==> src/hw/sbs_cfg.svh <==
// Constants for the serial buffer status block: register map, bit positions, sizes.
// Assumes inclusion by bare name from design files.
`ifndef SBS_CFG_SVH
`define SBS_CFG_SVH
`define SBS_ADDR_W        12
`define SBS_OFF_STATUS    12'h000
`define SBS_OFF_CONTROL   12'h004
`define SBS_OFF_DATA      12'h008
`define SBS_OFF_PTRS      12'h00c
`define SBS_BIT_RXFULL    0
`define SBS_BIT_TXFULL    1
`define SBS_BIT_UNUSED    2
`define SBS_BIT_TXEMPTY   3
`define SBS_CTL_ENHANCED  0
`define SBS_FIFO_DEPTH    4
`define SBS_DATA_W        32
`define SBS_PTR_W         2
`define SBS_STD_SLOT      0
`endif

==> src/hw/sbs_pkg.sv <==
// Types shared by the serial buffer status block.
// Assumes sbs_cfg.svh constants are available to users of the package.
package sbs_pkg;
  typedef enum logic {
    SBS_MODE_STANDARD,
    SBS_MODE_ENHANCED
  } sbs_mode_t;
endpackage : sbs_pkg

==> src/hw/sbs_ptr_ring.sv <==
// Wrap-around pointer for the enhanced buffer FIFO.
// Assumes one clock and synchronous active-low reset.
`timescale 1ns/10ps
`default_nettype none
module sbs_ptr_ring #(
  parameter int PTR_W = 2
) (
  input  wire logic             mclk,
  input  wire logic             rst_b,
  input  wire logic             clear,
  input  wire logic             step,
  output logic      [PTR_W-1:0] ptr
);
  logic [PTR_W-1:0] next_ptr;

  always_comb begin
    next_ptr = ptr;
    if (clear) begin
      next_ptr = '0;
    end else if (step) begin
      next_ptr = ptr + 1'b1;
    end
  end

  always_ff @(posedge mclk) begin
    if (!rst_b) begin
      ptr <= '0;
    end else begin
      ptr <= next_ptr;
    end
  end
endmodule : sbs_ptr_ring
`default_nettype wire

==> src/hw/sbs_apb_slave.sv <==
// APB slave front end: decodes one-word registers, zero-wait answer.
// Assumes APB master on mclk; the core decides which offsets are valid.
`timescale 1ns/10ps
`default_nettype none
module sbs_apb_slave #(
  parameter int ADDR_W = 12
) (
  input  wire logic              psel,
  input  wire logic              penable,
  input  wire logic              pwrite,
  input  wire logic [ADDR_W-1:0] paddr,
  input  wire logic              hit,
  output logic                   pready,
  output logic                   pslverr,
  output logic                   wrStb,
  output logic                   rdStb,
  output logic      [ADDR_W-1:0] regAddr
);
  // Single access cycle; strobes fire only at the completing edge
  assign pready  = 1'b1;
  assign pslverr = psel & penable & ~hit;
  assign wrStb   = psel & penable & pwrite & hit;
  assign rdStb   = psel & penable & ~pwrite & hit;
  assign regAddr = paddr;
endmodule : sbs_apb_slave
`default_nettype wire

==> src/hw/sbs_status.sv <==
// Buffer status flags for a serial engine's transmit and receive holding buffers.
// Assumes APB master on mclk; serial engine gives one-cycle pulses on mclk.
//
// The APB interface to the registers and the address map were left to the implementer.
`timescale 1ns/10ps
`default_nettype none
`include "sbs_cfg.svh"
module sbs_status #(
  parameter int DEPTH  = `SBS_FIFO_DEPTH,
  parameter int DATA_W = `SBS_DATA_W
) (
  input  wire logic                   mclk,
  input  wire logic                   rst_b,
  input  wire logic                   psel,
  input  wire logic                   penable,
  input  wire logic                   pwrite,
  input  wire logic [`SBS_ADDR_W-1:0] paddr,
  input  wire logic [31:0]            pwdata,
  output logic      [31:0]            prdata,
  output logic                        pready,
  output logic                        pslverr,
  input  wire logic                   txLoadShift,
  output logic      [DATA_W-1:0]      txShiftData,
  input  wire logic                   rxStoreShift,
  input  wire logic [DATA_W-1:0]      rxShiftData,
  output logic                        enhancedMode
);
  localparam int PTR_W = $clog2(DEPTH);

  logic                   wrStb;
  logic                   rdStb;
  logic [`SBS_ADDR_W-1:0] regAddr;
  logic                   hit;
  logic                   portWr;
  logic                   portRd;
  logic                   modeWr;
  sbs_pkg::sbs_mode_t     mode;
  sbs_pkg::sbs_mode_t     next_mode;
  logic                   txEmpty;
  logic                   next_txEmpty;
  logic                   txFullStd;
  logic                   next_txFullStd;
  logic                   rxFullStd;
  logic                   next_rxFullStd;
  logic [DATA_W-1:0]      txMem [DEPTH];
  logic [DATA_W-1:0]      rxMem [DEPTH];
  logic [DATA_W-1:0]      next_txShiftData;
  logic [PTR_W-1:0]       coreWrPtr;
  logic [PTR_W-1:0]       serRdPtr;
  logic [PTR_W-1:0]       serWrPtr;
  logic [PTR_W-1:0]       coreRdPtr;
  logic                   txFull;
  logic                   rxFull;
  logic                   txEmptyEnh;
  logic                   rxEmptyEnh;
  logic [31:0]            statusWord;
  logic [31:0]            next_prdata;
  logic [31:0]            prdataQ;
  logic                   txWrEn;
  logic                   rxWrEn;
  logic [PTR_W-1:0]       txWrIdx;
  logic [PTR_W-1:0]       rxWrIdx;
  logic [PTR_W-1:0]       txRdIdx;
  logic [PTR_W-1:0]       rxRdIdx;

  // Ring full test shared by both directions
  function automatic logic ringFull(input logic [PTR_W-1:0] wr, input logic [PTR_W-1:0] rd);
    ringFull = ((wr + 1'b1) == rd);
  endfunction : ringFull

  assign hit = (paddr == `SBS_OFF_STATUS) | (paddr == `SBS_OFF_CONTROL) |
               (paddr == `SBS_OFF_DATA) | (paddr == `SBS_OFF_PTRS);

  sbs_apb_slave #(
    .ADDR_W (`SBS_ADDR_W)
  ) u_apb (
    .psel    (psel),
    .penable (penable),
    .pwrite  (pwrite),
    .paddr   (paddr),
    .hit     (hit),
    .pready  (pready),
    .pslverr (pslverr),
    .wrStb   (wrStb),
    .rdStb   (rdStb),
    .regAddr (regAddr)
  );

  assign portWr = wrStb & (regAddr == `SBS_OFF_DATA);
  assign portRd = rdStb & (regAddr == `SBS_OFF_DATA);
  assign modeWr = wrStb & (regAddr == `SBS_OFF_CONTROL);
  assign enhancedMode = (mode == sbs_pkg::SBS_MODE_ENHANCED);

  // Enhanced mode pointers; a mode change flushes both rings
  logic txPush;
  logic txPop;
  logic rxPush;
  logic rxPop;
  assign txPush = portWr & enhancedMode & ~txFull;
  assign txPop  = txLoadShift & enhancedMode & ~txEmptyEnh;
  assign rxPush = rxStoreShift & enhancedMode & ~rxFull;
  assign rxPop  = portRd & enhancedMode & ~rxEmptyEnh;

  sbs_ptr_ring #(.PTR_W(PTR_W)) u_cwp (
    .mclk  (mclk),
    .rst_b (rst_b),
    .clear (modeWr),
    .step  (txPush),
    .ptr   (coreWrPtr)
  );
  sbs_ptr_ring #(.PTR_W(PTR_W)) u_srp (
    .mclk  (mclk),
    .rst_b (rst_b),
    .clear (modeWr),
    .step  (txPop),
    .ptr   (serRdPtr)
  );
  sbs_ptr_ring #(.PTR_W(PTR_W)) u_swp (
    .mclk  (mclk),
    .rst_b (rst_b),
    .clear (modeWr),
    .step  (rxPush),
    .ptr   (serWrPtr)
  );
  sbs_ptr_ring #(.PTR_W(PTR_W)) u_crp (
    .mclk  (mclk),
    .rst_b (rst_b),
    .clear (modeWr),
    .step  (rxPop),
    .ptr   (coreRdPtr)
  );

  assign txEmptyEnh = (coreWrPtr == serRdPtr);
  assign rxEmptyEnh = (serWrPtr == coreRdPtr);

  // Flag sources by mode
  assign txFull = enhancedMode ? ringFull(coreWrPtr, serRdPtr) : txFullStd;
  assign rxFull = enhancedMode ? ringFull(serWrPtr, coreRdPtr) : rxFullStd;

  always_comb begin
    next_mode = mode;
    if (modeWr) begin
      next_mode = pwdata[`SBS_CTL_ENHANCED] ? sbs_pkg::SBS_MODE_ENHANCED : sbs_pkg::SBS_MODE_STANDARD;
    end
  end

  // Core write loses to nothing here: a same-cycle engine load takes the old word,
  // so the new word still sits in the holding buffer and the flags say so.
  always_comb begin
    next_txEmpty   = txEmpty;
    next_txFullStd = txFullStd;
    if (modeWr) begin
      next_txEmpty   = 1'b1;
      next_txFullStd = 1'b0;
    end else begin
      if (txLoadShift) begin
        next_txEmpty = 1'b1;
        if (!enhancedMode) begin
          next_txFullStd = 1'b0;
        end
      end
      if (portWr) begin
        next_txEmpty = 1'b0;
        if (!enhancedMode) begin
          next_txFullStd = 1'b1;
        end
      end
      if (enhancedMode && txLoadShift) begin
        next_txEmpty = portWr ? 1'b0 : ((serRdPtr + 1'b1) == coreWrPtr) | txEmptyEnh;
      end
    end
  end

  // Receive flag: set wins over a read clear when both land together; a control write clears it regardless
  always_comb begin
    next_rxFullStd = rxFullStd;
    if (modeWr) begin
      next_rxFullStd = 1'b0;
    end else begin
      if (!enhancedMode && portRd) begin
        next_rxFullStd = 1'b0;
      end
      if (!enhancedMode && rxStoreShift) begin
        next_rxFullStd = 1'b1;
      end
    end
  end

  // Standard mode uses one slot, so a single index path serves both modes
  assign txWrEn  = portWr & (~enhancedMode | ~txFull);
  assign rxWrEn  = rxStoreShift & (~enhancedMode | ~rxFull);
  assign txWrIdx = enhancedMode ? coreWrPtr : PTR_W'(`SBS_STD_SLOT);
  assign rxWrIdx = enhancedMode ? serWrPtr : PTR_W'(`SBS_STD_SLOT);
  assign txRdIdx = enhancedMode ? serRdPtr : PTR_W'(`SBS_STD_SLOT);
  assign rxRdIdx = enhancedMode ? coreRdPtr : PTR_W'(`SBS_STD_SLOT);

  always_comb begin
    next_txShiftData = txShiftData;
    if (txLoadShift) begin
      next_txShiftData = txMem[txRdIdx];
    end
  end

  // Holding storage has no reset: the flags alone say whether a slot is valid
  always_ff @(posedge mclk) begin
    if (txWrEn) begin
      txMem[txWrIdx] <= pwdata[DATA_W-1:0];
    end
    if (rxWrEn) begin
      rxMem[rxWrIdx] <= rxShiftData;
    end
  end

  // Status word: unused bit and upper bits fixed at zero
  always_comb begin
    statusWord                   = 32'h0000_0000;
    statusWord[`SBS_BIT_TXEMPTY] = txEmpty;
    statusWord[`SBS_BIT_UNUSED]  = 1'b0;
    statusWord[`SBS_BIT_TXFULL]  = txFull;
    statusWord[`SBS_BIT_RXFULL]  = rxFull;
  end

  // Status writes are decoded but never reach the flags.
  // Read data is captured in the setup cycle so it stands through the access phase;
  // an engine pulse during the access phase shows on the next read.
  always_comb begin
    next_prdata = prdataQ;
    if (psel && !penable) begin
      if (!pwrite) begin
        unique case (regAddr)
          `SBS_OFF_STATUS:  next_prdata = statusWord;
          `SBS_OFF_CONTROL: next_prdata = {31'h0000_0000, enhancedMode};
          `SBS_OFF_DATA:    next_prdata = 32'(rxMem[rxRdIdx]);
          `SBS_OFF_PTRS:    next_prdata = 32'({coreRdPtr, serWrPtr, serRdPtr, coreWrPtr});
          default:          next_prdata = 32'h0000_0000;
        endcase
      end else begin
        next_prdata = 32'h0000_0000;
      end
    end
  end

  always_ff @(posedge mclk) begin
    if (!rst_b) begin
      mode <= sbs_pkg::SBS_MODE_STANDARD;
    end else begin
      mode <= next_mode;
    end
  end

  always_ff @(posedge mclk) begin
    if (!rst_b) begin
      txEmpty   <= 1'b1;
      txFullStd <= 1'b0;
    end else begin
      txEmpty   <= next_txEmpty;
      txFullStd <= next_txFullStd;
    end
  end

  always_ff @(posedge mclk) begin
    if (!rst_b) begin
      rxFullStd <= 1'b0;
    end else begin
      rxFullStd <= next_rxFullStd;
    end
  end

  always_ff @(posedge mclk) begin
    if (!rst_b) begin
      txShiftData <= '0;
    end else begin
      txShiftData <= next_txShiftData;
    end
  end

  assign prdata = prdataQ;

  always_ff @(posedge mclk) begin
    if (!rst_b) begin
      prdataQ <= 32'h0000_0000;
    end else begin
      prdataQ <= next_prdata;
    end
  end
endmodule : sbs_status
`default_nettype wire

==> config.mk <==
export PLATFORM = sky130hd
export DESIGN_NAME = sbs_status
export DESIGN_NICKNAME = d
export VERILOG_FILES = /design/src/hw/sbs_pkg.sv /design/src/hw/sbs_ptr_ring.sv /design/src/hw/sbs_apb_slave.sv /design/src/hw/sbs_status.sv
export VERILOG_INCLUDE_DIRS = /design/src /design/src/hw
export SDC_FILE = /design/constraint.sdc
export NUM_CORES = 1
export LEC_CHECK = 0
export BUFFER_PORTS_ARGS = -buffer_cell sky130_fd_sc_hd__buf_2
export CAP_MARGIN = 20
export CORE_MARGIN = 4
export CORE_UTILIZATION = 48
export CTS_CLUSTER_DIAMETER = 30
export DETAILED_ROUTE_END_ITERATION = 6
export GPL_ROUTABILITY_DRIVEN = 0
export PLACE_DENSITY = 0.68
export SLEW_MARGIN = 25
export SYNTH_ARGS = -nofsm -noshare
export SYNTH_HDL_FRONTEND = slang
export SYNTH_SLANG_ARGS = --single-unit
==> constraint.sdc <==
create_clock -name mclk -period 8.8 [get_ports mclk]
set_input_delay 0 -clock mclk [delete_from_list [all_inputs] [get_ports mclk]]
set_output_delay 0 -clock mclk [all_outputs]
set_load 0.02 [all_outputs]
Yosys cells after proc, flatten, opt, wreduce, memory -nomap -nowiden
Memory sizes are Yosys's and may differ from the RTL's. A register that Yosys moved wholly into a read port is not among the register bits.
Cells that the tools add are included.
{"block": "op_classes", "addsub": 4, "n_eq_ne": 8, "n_mux": 23, "bitwise": 33, "n_reduce_logical": 11}
{"operator": "32-bit case mux with 4 select lines", "count": 1}
{"operator": "32-bit 2-to-1 mux", "count": 1}
{"operator": "12-bit by 4-bit equality test with 1-bit output, second input constant", "count": 2}
{"operator": "1-bit AND", "count": 19}
{"operator": "1-bit 2-to-1 mux", "count": 17}
{"operator": "12-bit by 3-bit equality test with 1-bit output, second input constant", "count": 1}
{"operator": "12-bit zero test", "count": 1}
{"operator": "2-bit equality test", "count": 5}
{"operator": "2-bit by 1-bit adder with 2-bit output, second input constant", "count": 4}
{"operator": "2-bit 2-to-1 mux", "count": 4}
{"operator": "1-bit inverter", "count": 8}
{"operator": "1-bit OR", "count": 6}
{"operator": "1-bit logical AND", "count": 4}
{"operator": "1-bit zero test", "count": 3}
{"operator": "3-bit nonzero test", "count": 1}
{"operator": "2-bit nonzero test", "count": 1}
{"operator": "2-bit OR reduction", "count": 1}
{"block": "totals", "ff_bits": 44, "ramBits": 256, "input_bits": 83, "output_inout_bits": 67, "mem_count": 2}
{"name": "rxMem", "words": 4, "width": 32, "rd": 1, "rd_clocked_by_memory_dff": 0, "write_ports": 1, "line": "sbs_status.sv:46", "text": "logic [DATA_W-1:0] rxMem [DEPTH];"}
{"name": "txMem", "words": 4, "width": 32, "rd": 1, "rd_clocked_by_memory_dff": 1, "write_ports": 1, "line": "sbs_status.sv:45", "text": "logic [DATA_W-1:0] txMem [DEPTH];"}

Logic depth before layout (Yosys ltp)
{"block": "depth", "word_depth": 9, "depth_mapped": 8, "ltp_nobuf": 5}

Hierarchy
From an unflattened synthesis, not the netlist that was laid out.
{"block": "unflattened", "hier_cells": 931, "area_unflattened_um2": 13347.8}
{"module": "sbs_status", "instances": 1, "cells_per_inst": 882, "area_each_um2": 12878.6, "seq_area_each_um2": 9048.7}
{"module": "sbs_ptr_ring", "instances": 4, "cells_per_inst": 8, "area_each_um2": 85.1, "seq_area_each_um2": 40.0}
{"module": "sbs_apb_slave", "instances": 1, "cells_per_inst": 17, "area_each_um2": 128.9, "seq_area_each_um2": 0.0}

Least setup slack after synthesis
Ideal clock, no wire load.
{"block": "synth_path", "path_kind": "register to register", "start": "register mode (netlist: enhancedMode)", "end": "memory rxMem[2][0] in the netlist's numbering (enable)", "setup_ns": 0.595, "arrival_ns": 6.350, "required_ns": 8.205, "setup_slack_ns": 1.856, "path_stages_with_launch": 6, "n_path_buf": 3, "period_less_slack_ns": 6.944, "cell_sequence": "dfxtp_1 -> clkbuf_1 -> clkbuf_1 -> clkbuf_1 -> nand2_1 -> a2111oi_0"}
{"block": "synth_between", "elab_chain_len": 6, "elab_cells_between_ends": 8, "classes_between": "mux: 4; bitwise: 4"}
{"element": "from (decl)", "line": "sbs_status.sv:37", "text": "sbs_pkg::sbs_mode_t mode;"}
{"element": "from (signal assigned)", "line": "sbs_status.sv:245", "text": "mode <= sbs_pkg::SBS_MODE_STANDARD;"}
{"element": "from (signal assigned)", "line": "sbs_status.sv:247", "text": "mode <= next_mode;"}
{"element": "1-bit 2-to-1 mux", "line": "sbs_status.sv:138", "text": "assign rxFull = enhancedMode ? ringFull(serWrPtr, coreRdPtr) : rxFullStd;"}
{"element": "1-bit inverter", "line": "sbs_status.sv:191", "text": "assign rxWrEn = rxStoreShift & (~enhancedMode | ~rxFull);"}
{"element": "1-bit OR", "line": "sbs_status.sv:191"}
{"element": "1-bit AND", "line": "sbs_status.sv:191"}
{"element": "1-bit 2-to-1 mux", "line": "sbs_status.sv:209", "text": "if (rxWrEn) begin"}
{"element": "1-bit 2-to-1 mux (implied by the code)", "line": "sbs_status.sv:210", "text": "rxMem[rxWrIdx] <= rxShiftData;"}
{"element": "to (decl)", "line": "sbs_status.sv:46"}
Several ways; a longest one is shown, not always the timed one.

Final worst setup path
{"block": "layout_path", "start": "input paddr[2]", "end": "memory txMem[1][4] in the netlist's numbering (enable)"}
{"block": "layout_between", "elab_chain_len": 9, "elab_cells_between_ends": 12, "classes_between": "eq/ne: 3; mux: 2; bitwise: 6; reduce/logical: 1"}
{"element": "from (decl)", "line": "sbs_status.sv:17", "text": "input wire logic [`SBS_ADDR_W-1:0] paddr,"}
{"element": "12-bit by 3-bit equality test with 1-bit output or 12-bit zero test (tied branches)"}
{"element": "1-bit OR (3 in a row)", "line": "sbs_status.sv:71", "text": "assign hit = (paddr == `SBS_OFF_STATUS) | (paddr == `SBS_OFF_CONTROL) |"}
{"element": "1-bit AND", "line": "sbs_apb_slave.sv:22", "text": "assign wrStb = psel & penable & pwrite & hit;"}
{"element": "1-bit AND (*)", "line": "sbs_status.sv:89", "text": "assign portWr = wrStb & (regAddr == `SBS_OFF_DATA);"}
{"element": "1-bit AND (*)", "line": "sbs_status.sv:190", "text": "assign txWrEn = portWr & (~enhancedMode | ~txFull);"}
{"element": "1-bit 2-to-1 mux (*)", "line": "sbs_status.sv:206", "text": "if (txWrEn) begin"}
{"element": "1-bit 2-to-1 mux (implied by the code) (*)", "line": "sbs_status.sv:207", "text": "txMem[txWrIdx] <= pwdata[DATA_W-1:0];"}
{"element": "to (decl)", "line": "sbs_status.sv:45"}
Every way passes the cells marked *; elsewhere a longest branch is shown, timed or not.

==> flow_summary.yaml <==
setup_path:
  required_ns: 9.02
  critical_path.slowest_cell: "sky130_fd_sc_hd__nor3_4"
  critPathArrivalTime_ns: 3.01
  worst-r2r-setup-slack_ns: 6.14
  worst_path_top_cell_family_by_delay: "simple AND/OR/NAND/NOR gates"
  count_of_buffering_cells_on_the_critical_path_with_inverters_included: 4
  reg2reg_from: "u_cwp.ptr[1]"
  endpoint_kind: "flop"
  crit_path_cell_trace: "dlygate4sd3_1 -> buf_2 -> nand2b_1 -> nor4_2 -> buf_4 -> nand4_1 -> nor3_4 -> buf_4"
  setup.worst_path.class: "in -> reg"
  worst_path_largest_cell_delay_ns: 0.78
  critPathMostFrequentCell: "sky130_fd_sc_hd__buf_4"
  number_of_cell_instances_on_the_worst_register_to_register_path: 5
  start_kind: "input port"
  critical_path.reg2reg.endpoint: "txMem[1][4]"
  critical_path_peak_fanout: 19
synth:
  post_synth_instance_area_um2: 12800
  synthSimpleGateAreaFrac_pct: 10.3
  synth.top_cells.by_count: "sky130_fd_sc_hd__edfxtp_1 (256), sky130_fd_sc_hd__nand2_1 (120), sky130_fd_sc_hd__dfxtp_1 (76), sky130_fd_sc_hd__mux2i_1 (65), sky130_fd_sc_hd__clkbuf_1 (47)"
  synth_nets: 1010
  synth_top_cell_by_area: "sky130_fd_sc_hd__edfxtp_1"
  synth.area.mux_share_pct: 7.22
  synthMostInstantiatedCell: "sky130_fd_sc_hd__edfxtp_1"
  synthFlopType: "sky130_fd_sc_hd__edfxtp_1"
  fraction_of_synthesis_flops_using_an_asynchronous_set_or_reset_pin_pct: 0
  synthesized_area_fraction_occupied_by_adder_cells_pct: 0.0785
  synth.top_cell.area_share_pct: 60.3
  synth_seq_area_share_pct: 72.2
  synth_seq_cells: 332
  synth_compound_area_share_pct: 8.01
  netlist-cell-type-count: 50
  synth_xor_xnor_area_share_pct: 0.275
  synth_warnings: 0
  post_synth.cell_area_avg_um2: 13.8
  ys_top_cells_by_area: "sky130_fd_sc_hd__edfxtp_1 (60%), sky130_fd_sc_hd__dfxtp_1 (12%), sky130_fd_sc_hd__mux2i_1 (5.1%)"
  netlist_instances: 927
  synth_top_family_by_area: "simple AND/OR/NAND/NOR gates"
  synth_edf_count: 256
cells_and_area:
  design.final.nets: 1250
  layout-area-overhead-vs-synth_pct: 31.0
  n_fill_cell: 1905
  share_of_layout_cells_above_drive_strength_1_pct: 25.4
global_routing:
  most_utilized_layer_in_the_global_route_result: "met2"
  antenna_found_initial: 2
  pin_count_of_the_biggest_net_entering_global_routing: 65
  grt_first_pass_wirelength_um: 44500
  grt_util_all_layers_pct: 19.2
  grt_util_met2_pct: 32.5
  first_global_vias: 8276
  grt_use_met3_pct: 4.71
  overflow: 0
  grt_use_met1_pct: 24.7
floorplanning:
  boundaryPins: 150
  die_width_um: 171
  num_rows: 59
  dieArea_um2: 29300
  initial_core_utilization_pct: 48.8
  coreArea_um2: 26100
  die_height_um: 171
route:
  via_per_inst: 5.29
  drc_violation_count_after_routing: 0
  vias: 8224
  first_pass_iters: 7
  drt-wirelength-per-cell_um: 18.1
  antenna_violating_nets_post_route: 0
  initialDrtViolationCount: 487
  route.final.wire_length_um: 28200
sta:
  grt_setup_unrepaired: "false"
  layout_setup_ws_ns: 6.02
  fin_crit_sh_pct: 31.6
  timing.final.setup_violations: 0
  totalNegativeSetupSlack_ns: 0
  final-max-slew-violation-count: 0
  hold_violations: 0
  fin_crit_ns: 2.78
  max_slew_margin_pct: 49.4
  tightest_slew_ns: 0.759
  worst_clock_skew_ns: 0.0203
  maxClockFrequency_mhz: 359
worst_hold_path:
  worst_hold_path.endpoint: "u_crp.ptr[1]"
  min_path_type: "in -> reg"
  hold-path-cell-count: 6
  worst_hold_path_startpoint: "psel"
clock_network:
  cts_made_buffers: 59
  clock_tree_buffer_depth: 3
  cts_repair_resize_count: 0
  clk_pin_slew_ns: 0.05
  cts.root.buffer_cell: "sky130_fd_sc_hd__clkbuf_16"
  postCtsSetupRepairBufs: 0
  tritoncts: "built"
  worstSkewPairLatency_ns: 0.57
  cts.sink_count: 332
  cts_max_level: 2
pwr:
  worst_ir_drop_vdd_uv: 177
  power_per_cell_area_nw_per_um2: 244
  p_leak_nw: 6.10
placed_design:
  buffer_ports.inserted: 148
  place.detailed.hpwl_um: 16300
  dp_worst_setup_slack_ns: 5.32
outcome:
  status: "completed"
flow_run:
  max-cap-violations: 0
==> power breakdown <==
part / switching (W) / internal (W)
clock: 0.000788 / 0.00145
sequential: 0.00000572 / 0.00171
combinational: 0.0000615 / 0.0000589
total: 0.000855 / 0.00322
==> how the worst max path moves through the flow <==
stage | to | depth (start not counted) | slack, ns | startpoint
floorplan | rxMem[2][0] | 5 | 1.86 | enhancedMode
global placement | txMem[1][4] | 7 | 5.46 | paddr[9]
detailed placement | txMem[1][3] | 7 | 5.32 | paddr[9]
CTS | txMem[1][0] | 8 | 5.67 | paddr[2]
global route | txMem[3][0] | 8 | 5.68 | paddr[2]
finish | txMem[1][4] | 8 | 6.02 | paddr[2]
==> worst register-to-register path, cell delays in order, from the launching register on <==
cell and delay [ns]:
sky130_fd_sc_hd__dfxtp_1 0.50, sky130_fd_sc_hd__xor2_1 0.31, sky130_fd_sc_hd__or3_1 0.20, sky130_fd_sc_hd__nand4_1 0.23, sky130_fd_sc_hd__nor3_4 0.65, sky130_fd_sc_hd__buf_4 0.42
==> state kept, by name (all words and copies together) (netlist names) <==
signal	cells
prdata	32
u_crp.ptr	2
txEmpty	1
txShiftData	32
txFullStd	1
u_swp.ptr	2
txMem	128
rxFullStd	1
u_cwp.ptr	2
rxMem	128
u_srp.ptr	2
enhancedMode	1
==> placed cells by master (no fill, tap or decap), drive strengths merged, types with 2 or more instances in the layout <==
cell type      n
edfxtp       256
buf          168
nand2        121
dfxtp         76
dlygate4sd3   69
mux2i         65
clkbuf        65
and2          39
o21ai         38
nor2          38
a211oi        36
a21oi         35
nor2b         34
a31oi         33
mux2          24
clkinv        24
nand3         19
inv           11
clkinvlp       8
bufinv         7
a32oi          5
nor3           5
nand2b         4
or3            3
a311oi         3
or4            3
diode          2
xnor2          2
nor4           2
nand4          2
xor2           2
and3           2
nor3b          2
o211ai         2
==> cell families after synthesis <==
group	count (synthesis)
DFF	332
and+or+nand+nor	275
AOI/OAI and AO/OA	163
muxes	89
buffers and inverters	62
xor gates and xnor gates	4
adders and majority gates	1
other	1
==> routing by layer <==
| metal | wire length, um | part of all wire (%) | vias up |
|---|---|---|---|
| li1 | - | - | 3953 |
| met1 | 11900 | 42 | 3951 |
| met2 | 13900 | 49 | 261 |
| met3 | 1780 | 6.3 | 59 |
| met4 | 595 | 2.1 | 0 |
| met5 | 0 | 0 | - |
==> stage by stage <==
stage / power, W / cells / util [%] / area [um^2] / hold slack (ns)
6_report: 0.00407 / 1554 / 63.9 / 16700 / 0.0359
5_1_grt: 0.00421 / 1554 / 63.9 / 16700 / 0.0458
4_1_cts: 0.00411 / 1550 / 63.6 / 16600 / 0.00597
3_5_place_dp: 0.00184 / 1370 / 53.2 / 13900 / 0.217
3_3_place_gp: 0.00184 / 1368 / 53.1 / 13900 / 0.215
2_1_floorplan: 0.00179 / 927 / - / 12800 / 0.0989
==> what timing repair did <==
action,in CTS,in global routing
hold endpoints to repair,282,0
endpoints found under the setup margin,0,0
hold buffers,69,0
==> layout make-up <==
class / count / area [um^2] / share of cell area, %
diodes: 2 / 5.00 / 0.0299
clock buffers: 65 / 1500 / 8.97
clock inverters: 46 / 518 / 3.10
inverters: 4 / 15.0 / 0.0898
multi-input cells: 533 / 3410 / 20.4
flip-flops and latches: 332 / 9210 / 55.1
well taps: 335 / 419 / 2.51
repair buffers: 237 / 1640 / 9.81
Power figures use the tool's default switching activity.
